[config.mk]
export PLATFORM = sky130hd
export DESIGN_NAME = ncm_top
export DESIGN_NICKNAME = d
export VERILOG_FILES = /design/src/ncm_pkg.sv /design/src/ncm_core_if.sv /design/src/ncm_dec.sv /design/src/ncm_irq.sv /design/src/ncm_top.sv
export SDC_FILE = /design/constraint.sdc
export NUM_CORES = 1
export LEC_CHECK = 0
export BUFFER_PORTS_ARGS = -buffer_cell sky130_fd_sc_hd__buf_4
export CAP_MARGIN = 10
export CORE_AREA = 3 3 205 187
export CTS_BUF_LIST = sky130_fd_sc_hd__clkbuf_4 sky130_fd_sc_hd__clkbuf_8
export DETAILED_ROUTE_END_ITERATION = 8
export DIE_AREA = 0 0 208 190
export HOLD_SLACK_MARGIN = 0.03
export PLACE_DENSITY = 0.8
export SKIP_LAST_GASP = 1
export SLEW_MARGIN = 25
export SYNTH_ARGS = -nofsm -noshare
export SYNTH_HDL_FRONTEND = slang
export SYNTH_HIERARCHICAL = 1
export SYNTH_SLANG_ARGS = --single-unit
[constraint.sdc]
create_clock -name pclk -period 3.87 [get_ports pclk]
set_input_delay 0.1935 -clock pclk [delete_from_list [all_inputs] [get_ports pclk]]
set_output_delay 0.1935 -clock pclk [all_outputs]
set_load 0.02 [all_outputs]
[src/ncm_pkg.sv]
package ncm_pkg;
  // apb map
  localparam int          APB_AW      = 12;
  localparam logic [11:0] OFS_CTRL    = 12'h000;
  localparam logic [11:0] OFS_STAT    = 12'h004;
  localparam logic [11:0] OFS_MASK    = 12'h008;
  localparam logic [11:0] OFS_STATE   = 12'h00C;
  localparam logic [11:0] OFS_CMD     = 12'h040;
  localparam logic [11:0] OFS_RSP     = 12'h080;
  localparam int          CMD_WORDS   = 12;
  localparam int          RSP_WORDS   = 13;
  localparam int          DATA_WORDS  = 4;
  // bit positions
  localparam int          CTRL_GO     = 0;
  localparam int          CTRL_INIT   = 1;
  localparam int          EV_DONE     = 0;
  localparam int          EV_FAULT    = 1;
  localparam int          EV_W        = 2;
  localparam int          ST_DHCP     = 0;
  localparam int          ST_BUSY     = 1;
  localparam int          ST_SEC      = 2;
  localparam int          ST_SMTP     = 3;
  // message word positions
  localparam int          W_ID        = 0;
  localparam int          W_INFO      = 1;
  localparam int          W_CODE      = 2;
  localparam int          W_SIZE      = 3;
  localparam int          W_FCNT      = 4;
  localparam int          W_FNUM      = 5;
  localparam int          W_OFSH      = 6;
  localparam int          W_OFSL      = 7;
  localparam int          W_FAULT     = 8;
  localparam int          CMD_DATA    = 8;
  localparam int          RSP_DATA    = 9;
  // message field values
  localparam logic [15:0] CODE_DHCP_ON = 16'h001A;
  localparam logic [15:0] CODE_DNS_WR  = 16'h0031;
  localparam logic [15:0] CODE_DNS_RD  = 16'h0033;
  localparam logic [15:0] CODE_SMTP_WR = 16'h000E;
  localparam logic [15:0] SIZE_NONE    = 16'h0000;
  localparam logic [15:0] SIZE_DNS     = 16'h0008;
  localparam logic [15:0] SIZE_SMTP    = 16'h0004;
  localparam logic [15:0] INFO_CMD     = 16'h4002;
  localparam logic [15:0] INFO_RSP     = 16'h0002;
  localparam logic [15:0] FRAME_ONE    = 16'h0001;
  localparam logic [15:0] OFFSET_ZERO  = 16'h0000;
  localparam logic [15:0] FAULT_NONE   = 16'h0000;
  localparam logic [15:0] FAULT_INIT   = 16'h0001;
  localparam logic [15:0] FAULT_FRAME  = 16'h0002;
  localparam logic [15:0] FAULT_CODE   = 16'h0003;

  typedef enum logic [2:0] {
    CK_NONE, CK_DHCP_ON, CK_DNS_WR, CK_DNS_RD, CK_SMTP_WR
  } ncm_cmd_type;

  typedef enum {S_IDLE, S_EXEC} ncm_state_type;
endpackage

[src/ncm_core_if.sv]
`timescale 1ns/100ps
interface ncm_core_if;
  import ncm_pkg::*;
  logic [15:0]   code;
  logic [15:0]   size;
  logic [15:0]   info;
  logic [15:0]   fcnt;
  logic [15:0]   fnum;
  logic [15:0]   ofsh;
  logic [15:0]   ofsl;
  ncm_cmd_type   kind;
  logic          frame_ok;
  logic          size_ok;
  logic          restricted;
  logic [EV_W-1:0] ev;
  logic [EV_W-1:0] clr;
  logic [EV_W-1:0] mask_val;
  logic          mask_we;
  logic [EV_W-1:0] status;
  logic [EV_W-1:0] mask;
  logic          irq;

  modport dec_side (input code, size, info, fcnt, fnum, ofsh, ofsl,
                    output kind, frame_ok, size_ok, restricted);
  modport irq_side (input ev, clr, mask_val, mask_we,
                    output status, mask, irq);
  modport core (output code, size, info, fcnt, fnum, ofsh, ofsl,
                ev, clr, mask_val, mask_we,
                input kind, frame_ok, size_ok, restricted,
                status, mask, irq);
endinterface

[src/ncm_dec.sv]
`timescale 1ns/100ps
module ncm_dec
  import ncm_pkg::*;
(
  ncm_core_if.dec_side c
);

  function automatic logic [15:0] exp_size(input ncm_cmd_type k);
    logic [15:0] s;
    s = SIZE_NONE;
    if (k == CK_DNS_WR) begin
      s = SIZE_DNS;
    end else if (k == CK_SMTP_WR) begin
      s = SIZE_SMTP;
    end
    return s;
  endfunction

  assign c.kind = (c.code == CODE_DHCP_ON) ? CK_DHCP_ON :
                  (c.code == CODE_DNS_WR)  ? CK_DNS_WR  :
                  (c.code == CODE_DNS_RD)  ? CK_DNS_RD  :
                  (c.code == CODE_SMTP_WR) ? CK_SMTP_WR : CK_NONE;

  // single frame only, no segment offset
  assign c.frame_ok = (c.info == INFO_CMD) && (c.fcnt == FRAME_ONE) &&
                      (c.fnum == FRAME_ONE) && (c.ofsh == OFFSET_ZERO) &&
                      (c.ofsl == OFFSET_ZERO);
  assign c.size_ok  = (c.size == exp_size(c.kind));
  // setting commands belong to the init phase only
  assign c.restricted = (c.kind != CK_NONE) && (c.kind != CK_DNS_RD);
endmodule

[src/ncm_irq.sv]
`timescale 1ns/100ps
module ncm_irq
  import ncm_pkg::*;
(
  input  wire logic    pclk,
  input  wire logic    presetn,
  ncm_core_if.irq_side c
);

  // set wins over a same-cycle write-one clear
  always_ff @(posedge pclk or negedge presetn) begin
    if (!presetn) begin
      c.status <= '0;
      c.mask   <= '0;
    end else begin
      c.status <= (c.status & ~c.clr) | c.ev;
      if (c.mask_we) begin
        c.mask <= c.mask_val;
      end
    end
  end

  assign c.irq = |(c.status & c.mask);
endmodule

[src/ncm_top.sv]
`timescale 1ns/100ps
// Summary of operation
// - code 001Ah, size zero: DHCP on
// - DHCP on shows on web and ipconfig
// - DHCP off after reset unless the stored file enables it
// - DHCP and DNS write report acceptance
// - code 0031h stores primary, secondary DNS
// - zero secondary means primary only
// - code 0033h answers eight bytes of DNS
// - unused DNS slot reads as zero
// - code 000Eh sets SMTP server address
// - commanded SMTP beats stored file
// - SMTP write response echoes both words
module ncm_top
  import ncm_pkg::*;
(
  input  wire logic              pclk,
  input  wire logic              presetn,
  input  wire logic              psel,
  input  wire logic              penable,
  input  wire logic              pwrite,
  input  wire logic [APB_AW-1:0] paddr,
  input  wire logic [31:0]       pwdata,
  output logic      [31:0]       prdata,
  output logic                   pready,
  output logic                   pslverr,
  output logic                   irq,
  input  wire logic              cfg_file_dhcp,
  input  wire logic [31:0]       cfg_file_smtp,
  output logic                   dhcp_on,
  output logic                   web_dhcp_checkbox,
  output logic                   ipcfg_dhcp_visible,
  output logic      [31:0]       dns_primary,
  output logic      [31:0]       dns_secondary,
  output logic                   dns_secondary_used,
  output logic      [31:0]       smtp_server
);

  ncm_core_if c ();

  logic [15:0]   cmd_mem [CMD_WORDS];
  logic [15:0]   rsp_mem [RSP_WORDS];
  logic [15:0]   next_rsp [RSP_WORDS];
  logic [15:0]   dns_word [DATA_WORDS];
  logic [63:0]   cmd_data;
  ncm_state_type state;
  ncm_state_type next_state;
  logic          init_phase;
  logic          dhcp_cmd;
  logic [31:0]   dns_pri;
  logic [31:0]   dns_sec;
  logic [31:0]   smtp_cmd;
  logic          smtp_override;
  logic [15:0]   fault_w;
  logic [31:0]   rd_val;

  ////////////////////////////////////////////////////////////////////
  // apb decode
  function automatic logic hit(input logic [APB_AW-1:0] a,
                               input logic [APB_AW-1:0] b,
                               input int n);
    return (a >= b) && (a < b + APB_AW'(4 * n)) && (a[1:0] == 2'h0);
  endfunction

  function automatic logic [3:0] idx(input logic [APB_AW-1:0] a,
                                     input logic [APB_AW-1:0] b);
    return 4'((a - b) >> 2);
  endfunction

  wire access   = psel && penable;
  wire setup    = psel && !penable;
  wire sel_ctrl = (paddr == OFS_CTRL);
  wire sel_stat = (paddr == OFS_STAT);
  wire sel_mask = (paddr == OFS_MASK);
  wire sel_st   = (paddr == OFS_STATE);
  wire sel_cmd  = hit(paddr, OFS_CMD, CMD_WORDS);
  wire sel_rsp  = hit(paddr, OFS_RSP, RSP_WORDS);
  wire mapped   = sel_ctrl | sel_stat | sel_mask | sel_st | sel_cmd |
                  sel_rsp;
  // response buffer is read only, a write there is an error
  wire bad      = !mapped || (pwrite && (sel_rsp || sel_st));
  wire wr       = access && pwrite && !bad;
  wire [3:0] cmd_i = idx(paddr, OFS_CMD);
  wire [3:0] rsp_i = idx(paddr, OFS_RSP);
  wire busy     = (state == S_EXEC);
  wire start    = wr && sel_ctrl && pwdata[CTRL_GO] && !busy;
  wire exec     = busy;

  assign pready  = 1'b1;
  assign pslverr = access && bad;

  always_comb begin
    rd_val = '0;
    if (sel_ctrl) begin
      rd_val[CTRL_INIT] = init_phase;
    end else if (sel_stat) begin
      rd_val = 32'(c.status);
    end else if (sel_mask) begin
      rd_val = 32'(c.mask);
    end else if (sel_st) begin
      rd_val[ST_DHCP] = dhcp_on;
      rd_val[ST_BUSY] = busy;
      rd_val[ST_SEC]  = dns_secondary_used;
      rd_val[ST_SMTP] = smtp_override;
    end else if (sel_cmd) begin
      rd_val = 32'(cmd_mem[cmd_i]);
    end else if (sel_rsp) begin
      rd_val = 32'(rsp_mem[rsp_i]);
    end
  end

  // read data latched in setup so it is stable for the access edge
  always_ff @(posedge pclk or negedge presetn) begin
    if (!presetn) begin
      prdata <= '0;
    end else if (setup) begin
      prdata <= rd_val;
    end
  end

  ////////////////////////////////////////////////////////////////////
  // control register and command buffer
  always_ff @(posedge pclk or negedge presetn) begin
    if (!presetn) begin
      init_phase <= 1'b1;
    end else if (wr && sel_ctrl) begin
      init_phase <= pwdata[CTRL_INIT];
    end
  end

  // buffer frozen while a command executes
  always_ff @(posedge pclk or negedge presetn) begin
    if (!presetn) begin
      for (int i = 0; i < CMD_WORDS; i++) begin
        cmd_mem[i] <= '0;
      end
    end else if (wr && sel_cmd && !busy) begin
      cmd_mem[cmd_i] <= pwdata[15:0];
    end
  end

  assign cmd_data = {cmd_mem[CMD_DATA], cmd_mem[CMD_DATA + 1],
                     cmd_mem[CMD_DATA + 2], cmd_mem[CMD_DATA + 3]};

  ////////////////////////////////////////////////////////////////////
  // decoder and interrupt units
  assign c.code = cmd_mem[W_CODE];
  assign c.size = cmd_mem[W_SIZE];
  assign c.info = cmd_mem[W_INFO];
  assign c.fcnt = cmd_mem[W_FCNT];
  assign c.fnum = cmd_mem[W_FNUM];
  assign c.ofsh = cmd_mem[W_OFSH];
  assign c.ofsl = cmd_mem[W_OFSL];

  ncm_dec u_dec (
    .c (c)
  );

  ncm_irq u_irq (
    .pclk    (pclk),
    .presetn (presetn),
    .c       (c)
  );

  assign c.ev[EV_DONE]  = exec;
  assign c.ev[EV_FAULT] = exec && (fault_w != FAULT_NONE);
  assign c.clr          = (wr && sel_stat) ? pwdata[EV_W-1:0] : '0;
  assign c.mask_we      = wr && sel_mask;
  assign c.mask_val     = pwdata[EV_W-1:0];
  assign irq            = c.irq;

  ////////////////////////////////////////////////////////////////////
  // command execution
  always_comb begin
    next_state = state;
    unique case (state)
      S_IDLE: next_state = start ? S_EXEC : S_IDLE;
      S_EXEC: next_state = S_IDLE;
    endcase
  end

  always_ff @(posedge pclk or negedge presetn) begin
    if (!presetn) begin
      state <= S_IDLE;
    end else begin
      state <= next_state;
    end
  end

  // unknown code first, then frame shape, then phase check
  assign fault_w =
    (c.kind == CK_NONE)                      ? FAULT_CODE  :
    (!c.frame_ok || !c.size_ok)              ? FAULT_FRAME :
    (c.restricted && !init_phase)            ? FAULT_INIT  :
                                               FAULT_NONE;
  wire apply = exec && (fault_w == FAULT_NONE);

  assign dns_word[0] = dns_pri[31:16];
  assign dns_word[1] = dns_pri[15:0];
  assign dns_word[2] = dns_sec[31:16];
  assign dns_word[3] = dns_sec[15:0];

  always_comb begin
    for (int i = 0; i < RSP_WORDS; i++) begin
      next_rsp[i] = '0;
    end
    next_rsp[W_ID]    = cmd_mem[W_ID];
    next_rsp[W_INFO]  = INFO_RSP;
    next_rsp[W_CODE]  = c.code;
    next_rsp[W_SIZE]  = (c.kind == CK_DNS_RD) ? SIZE_DNS : c.size;
    next_rsp[W_FCNT]  = FRAME_ONE;
    next_rsp[W_FNUM]  = FRAME_ONE;
    next_rsp[W_OFSH]  = OFFSET_ZERO;
    next_rsp[W_OFSL]  = OFFSET_ZERO;
    next_rsp[W_FAULT] = fault_w;
    for (int i = 0; i < DATA_WORDS; i++) begin
      // read answers live settings, writes echo the request
      next_rsp[RSP_DATA + i] = (c.kind == CK_DNS_RD) ?
                               dns_word[i] :
                               cmd_mem[CMD_DATA + i];
    end
  end

  always_ff @(posedge pclk or negedge presetn) begin
    if (!presetn) begin
      for (int i = 0; i < RSP_WORDS; i++) begin
        rsp_mem[i] <= '0;
      end
    end else if (exec) begin
      for (int i = 0; i < RSP_WORDS; i++) begin
        rsp_mem[i] <= next_rsp[i];
      end
    end
  end

  ////////////////////////////////////////////////////////////////////
  // network settings
  // dhcp only ever switched on here; only reset clears dhcp_cmd
  always_ff @(posedge pclk or negedge presetn) begin
    if (!presetn) begin
      dhcp_cmd <= 1'b0;
      dhcp_on  <= 1'b0;
    end else begin
      if (apply && c.kind == CK_DHCP_ON) begin
        dhcp_cmd <= 1'b1;
      end
      dhcp_on <= dhcp_cmd || cfg_file_dhcp;
    end
  end

  assign web_dhcp_checkbox  = dhcp_on;
  assign ipcfg_dhcp_visible = dhcp_on;

  // unused slots stay zero, so a read reports them as zero
  always_ff @(posedge pclk or negedge presetn) begin
    if (!presetn) begin
      dns_pri            <= '0;
      dns_sec            <= '0;
      dns_secondary_used <= 1'b0;
    end else if (apply && c.kind == CK_DNS_WR) begin
      dns_pri            <= cmd_data[63:32];
      dns_sec            <= cmd_data[31:0];
      dns_secondary_used <= (cmd_data[31:0] != '0);
    end
  end

  assign dns_primary   = dns_pri;
  assign dns_secondary = dns_sec;

  always_ff @(posedge pclk or negedge presetn) begin
    if (!presetn) begin
      smtp_cmd      <= '0;
      smtp_override <= 1'b0;
      smtp_server   <= '0;
    end else begin
      if (apply && c.kind == CK_SMTP_WR) begin
        smtp_cmd      <= cmd_data[63:32];
        smtp_override <= 1'b1;
      end
      smtp_server <= smtp_override ? smtp_cmd : cfg_file_smtp;
    end
  end
endmodule

==> results.rst <==
.. list-table::
   :header-rows: 1

   * - Metric
     - Value
   * - Data arrival time of the worst path
     - 4.08 ns
   * - Standard cell core area
     - 36170 um^2
   * - Async set or reset register ratio after synthesis
     - 1.000
   * - Most common library cells after synthesis
     - 460 x sky130_fd_sc_hd__dfrtp_1, 292 x sky130_fd_sc_hd__mux2_2, 109 x sky130_fd_sc_hd__a21oi_1
   * - Most numerous cell in the Yosys netlist
     - sky130_fd_sc_hd__dfrtp_1
   * - CP max stage delay
     - 0.54 ns
   * - Count of yosys warnings during synthesis
     - 6
   * - Final period util
     - 0.9302
   * - Total via count in the routed design
     - 14870
   * - Cell chosen for the clock root
     - sky130_fd_sc_hd__clkbuf_8
   * - Synthesized area per cell
     - 13.55 um^2
   * - Filler cell count
     - 2412
   * - Number of gates resized after CTS
     - 0
   * - Final instance area
     - 25490 um^2
   * - FF+latch count, synth
     - 461
   * - Initial Util
     - 0.6010
   * - Post-route clock skew
     - 0.03206 ns
   * - Post-synthesis compound-gate area fraction
     - 0.06274
   * - Slack of the critical path
     - 0.2702 ns
   * - Maximum Capacitance Violations
     - 0
   * - Fraction of the mapped netlist area in simple logic gates
     - 0.06406
   * - Slew Viols, Final
     - 0
   * - Cell occurring most often along the worst timing path
     - sky130_fd_sc_hd__nand2_1
   * - DRC violations left
     - 0
   * - Final setup violation count
     - 0
   * - Remaining antenna violation count after routing
     - 0
   * - CTS Buffer Depth
     - 3
   * - Final wirelength
     - 60.24 mm
   * - Maximum number of pins on one net before global-route repair
     - 119
   * - Max frequency
     - 277.8 MHz
   * - Die Area
     - 39520 um^2
   * - Chip width
     - 208 um
   * - Cells taking the most area after synthesis
     - sky130_fd_sc_hd__dfrtp_1 53%, sky130_fd_sc_hd__mux2_2 15%, sky130_fd_sc_hd__mux2_4 6.4%, sky130_fd_sc_hd__mux4_2 5.4%, sky130_fd_sc_hd__mux2i_1 3.6%
   * - Number of DRC violations after detailed-routing iteration 0
     - 1358
   * - Clock latency at the later pin of the worst-skew pair
     - 0.62 ns
   * - Setup repair after global routing missed its margin
     - no
   * - Largest fanout on the critical path
     - 33
   * - Area after detailed placement
     - 23470 um^2
   * - Number of buffers inserted during clock tree synthesis
     - 73
   * - Least-Margin Pin Slew
     - 0.9372 ns
   * - Total overflow reported by the global router
     - 0
   * - Drt first pass iters
     - 7
   * - Result of the run
     - finished clean
   * - Multiplexer area fraction after synthesis
     - 0.3051
   * - Global-route wire length before repair
     - 92.08 mm
   * - Area fraction of the dominant cell type after synthesis
     - 0.5295
   * - Number of antenna violations at the first check in global routing
     - 1
   * - Cell variety after synth
     - 66
   * - Master of the slowest instance on the critical path
     - sky130_fd_sc_hd__nor4_2
   * - Leak
     - 0.01285 uW
   * - Adder-cell area share of the yosys netlist
     - 0
   * - Mapped cell area
     - 21740 um^2
   * - Routed vias/inst
     - 6.322
   * - Xor/xnor share of the synthesized area
     - 0.001151
   * - Count of input and output buffers
     - 183
   * - Setup TNS after final layout
     - 0 ns
   * - Routability Congestion
     - 0.8909
   * - Fraction of final layout cells sized beyond drive strength 1
     - 0.4336
   * - Synth Flop Type
     - sky130_fd_sc_hd__dfrtp_1
   * - Final core occ
     - 0.7048
   * - Endpoint kind of the worst setup timing path
     - flip-flop
   * - Clock-pin slew on the worst setup and hold paths
     - 0.06 ns
   * - FP Rows
     - 66
   * - Count of flip-flops with a built-in enable after synthesis
     - 0
   * - Placed wire-length estimate
     - 40.39 mm
   * - Sinks on the clock net
     - 461
   * - Overall Global Routing Usage
     - 0.3034
   * - Vert. Die Dim
     - 190 um
   * - Power Density
     - 380.4 nW/um^2
   * - Data required, critical path
     - 4.35 ns
   * - Final net count
     - 1906
   * - Hold Violations, Final
     - 0
   * - Worst slew margin relative to its limit
     - 0.3752
   * - Minimum setup slack after placement
     - 0.3474 ns
   * - CP cell instances
     - nor4_2, nand2_1, or3_4, clkinv_2, xor2_2, nor3_1, nand2_1, nor3b_1, nor4bb_4, buf_12, mux2_2
   * - Category of the worst setup path launch point
     - flip-flop
   * - Largest family of logic cells by synthesized area
     - multiplexers
   * - CTS H-tree lvls
     - 3
   * - CTS tree
     - built
   * - Post-synthesis sequential area ratio
     - 0.5307
   * - Final min period
     - 3.600 ns
   * - Mapped Cells
     - 1604
   * - Cell type with the largest total area after synthesis
     - sky130_fd_sc_hd__dfrtp_1
   * - Hold slack final
     - 0.07007 ns
   * - Final routed wire length divided by cell count
     - 25.61 um
   * - Vias in the first global route
     - 15020
   * - Category of the critical setup timing path
     - reg -> reg
   * - Area added between synthesis and finish
     - 17.26%
   * - Worst IR drop on VDD
     - 0.0003049 V
   * - Boundary Pins
     - 217
   * - Type of the most critical hold path
     - in -> async
[state kept, by name, summed over array words and instances (netlist names)]
signal	cells
u_irq/c.status	2
c.ofsh	16
cmd_mem	16
dhcp_cmd	1
c.fnum	16
init_phase	1
c.size	16
c.info	16
c.fcnt	16
prdata	16
dhcp_on	1
c.ofsl	16
state	1
smtp_override	1
c.code	16
smtp_server	32
rsp_mem	115
u_irq/c.mask	2
dns_secondary_used	1
cmd_data	64
smtp_cmd	32
dns_secondary	32
dns_primary	32
[layer usage]
| metal | wire, um | GRT usage | up-vias |
|---|---|---|---|
| met4 | 2177 | 0.1063 | 2 |
| met1 | 24970 | 0.4383 | 7620 |
| met2 | 26900 | 0.4422 | 779 |
| met3 | 6184 | 0.09134 | 130 |
| met5 | 9 | 0 | - |
| li1 | - | - | 6339 |
[cells in the final DEF (no fill, tap or decap), drive strengths merged, types with 2 or more instances in the layout]
master         n
a2111oi        3
a211o          5
a211oi        13
a21o           3
a21oi        109
a221o          5
a221oi        15
a22oi         10
a2bb2oi        2
a31oi          9
and2           2
and3           2
buf          217
clkbuf       115
clkinv         6
clkinvlp       4
conb          17
dfrtp        460
dlygate4sd3   51
inv           23
mux2         384
mux2i         79
mux4          52
nand2         19
nand2b         3
nand3         31
nand3b         2
nand4         10
nand4b         3
nor2         103
nor2b          6
nor3          11
nor3b          2
nor4          31
nor4b          5
o21ai         32
o22ai          9
or2            5
or3            2
[timing repair]
item,in CTS,in global routing
setup buffers,0,0
hold endpoints to repair,338,0
hold buffers,51,0
[final timing paths]
path / from / to / slack [ns] / cells past startpoint
min in group pclk: paddr[7] / init_phase$_DFFE_PN1P_ / 0.11 / 4
max: c.code[9]$_DFFE_PN0P_ / smtp_cmd[11]$_DFFE_PN0P_ / 0.27 / 11
max in group asynchronous: presetn / rsp_mem[46]$_DFFE_PN0P_ / 2.58 / 4
max reg2reg: c.code[9]$_DFFE_PN0P_ / smtp_cmd[11]$_DFFE_PN0P_ / 0.27 / 11
min: presetn / dhcp_on$_DFF_PN0_ / 0.07 / 2
min reg2reg: smtp_override$_DFFE_PN0P_ / smtp_override$_DFFE_PN0P_ / 0.48 / 1
[stage by stage]
stage	power (uW)	instances
after floorplan	5227	1619
after global placement	5517	2173
after detailed placement	5528	2173
after CTS	9742	2350
after global routing	10000	2351
final	9696	2352
[worst max-delay path, delay by kind of cell, from the launching register on]
kind | cells | cell delay [ns]
mux | 1 | 0.37
flops | 1 | 0.42
xor+xnor | 1 | 0.07
simple gates | 7 | 2.25
buf+inv | 2 | 0.35
[final cells by class]
class / instances / area, um^2 / area share
sequential: 461 / 11540 / 0.4528
multi-input combinational: 998 / 9508 / 0.3730
timing repair buffer: 268 / 2283 / 0.08958
clock buffer: 115 / 1401 / 0.05497
tap: 476 / 595.6 / 0.02336
inverter: 22 / 83.83 / 0.003289
clock inverter: 11 / 75.07 / 0.002945
antenna: 1 / 2.502 / 0.00009817
[power breakdown]
group / switching, uW / internal, uW / total [uW]
logic: 387 / 222 / 609
registers: 20.3 / 4860 / 4880
clock network: 1910 / 2300 / 4210
total: 2320 / 7380 / 9700
[cell families after synthesis]
| logic type | count (synthesis) |
|---|---|
| muxes | 515 |
| DFF | 461 |
| and+or+nand+nor | 242 |
| AOI/OAI and AO/OA | 222 |
| buffers and inverters | 160 |
| xor gates and xnor gates | 2 |
| other | 2 |
Power figures use the tool's default switching activity.
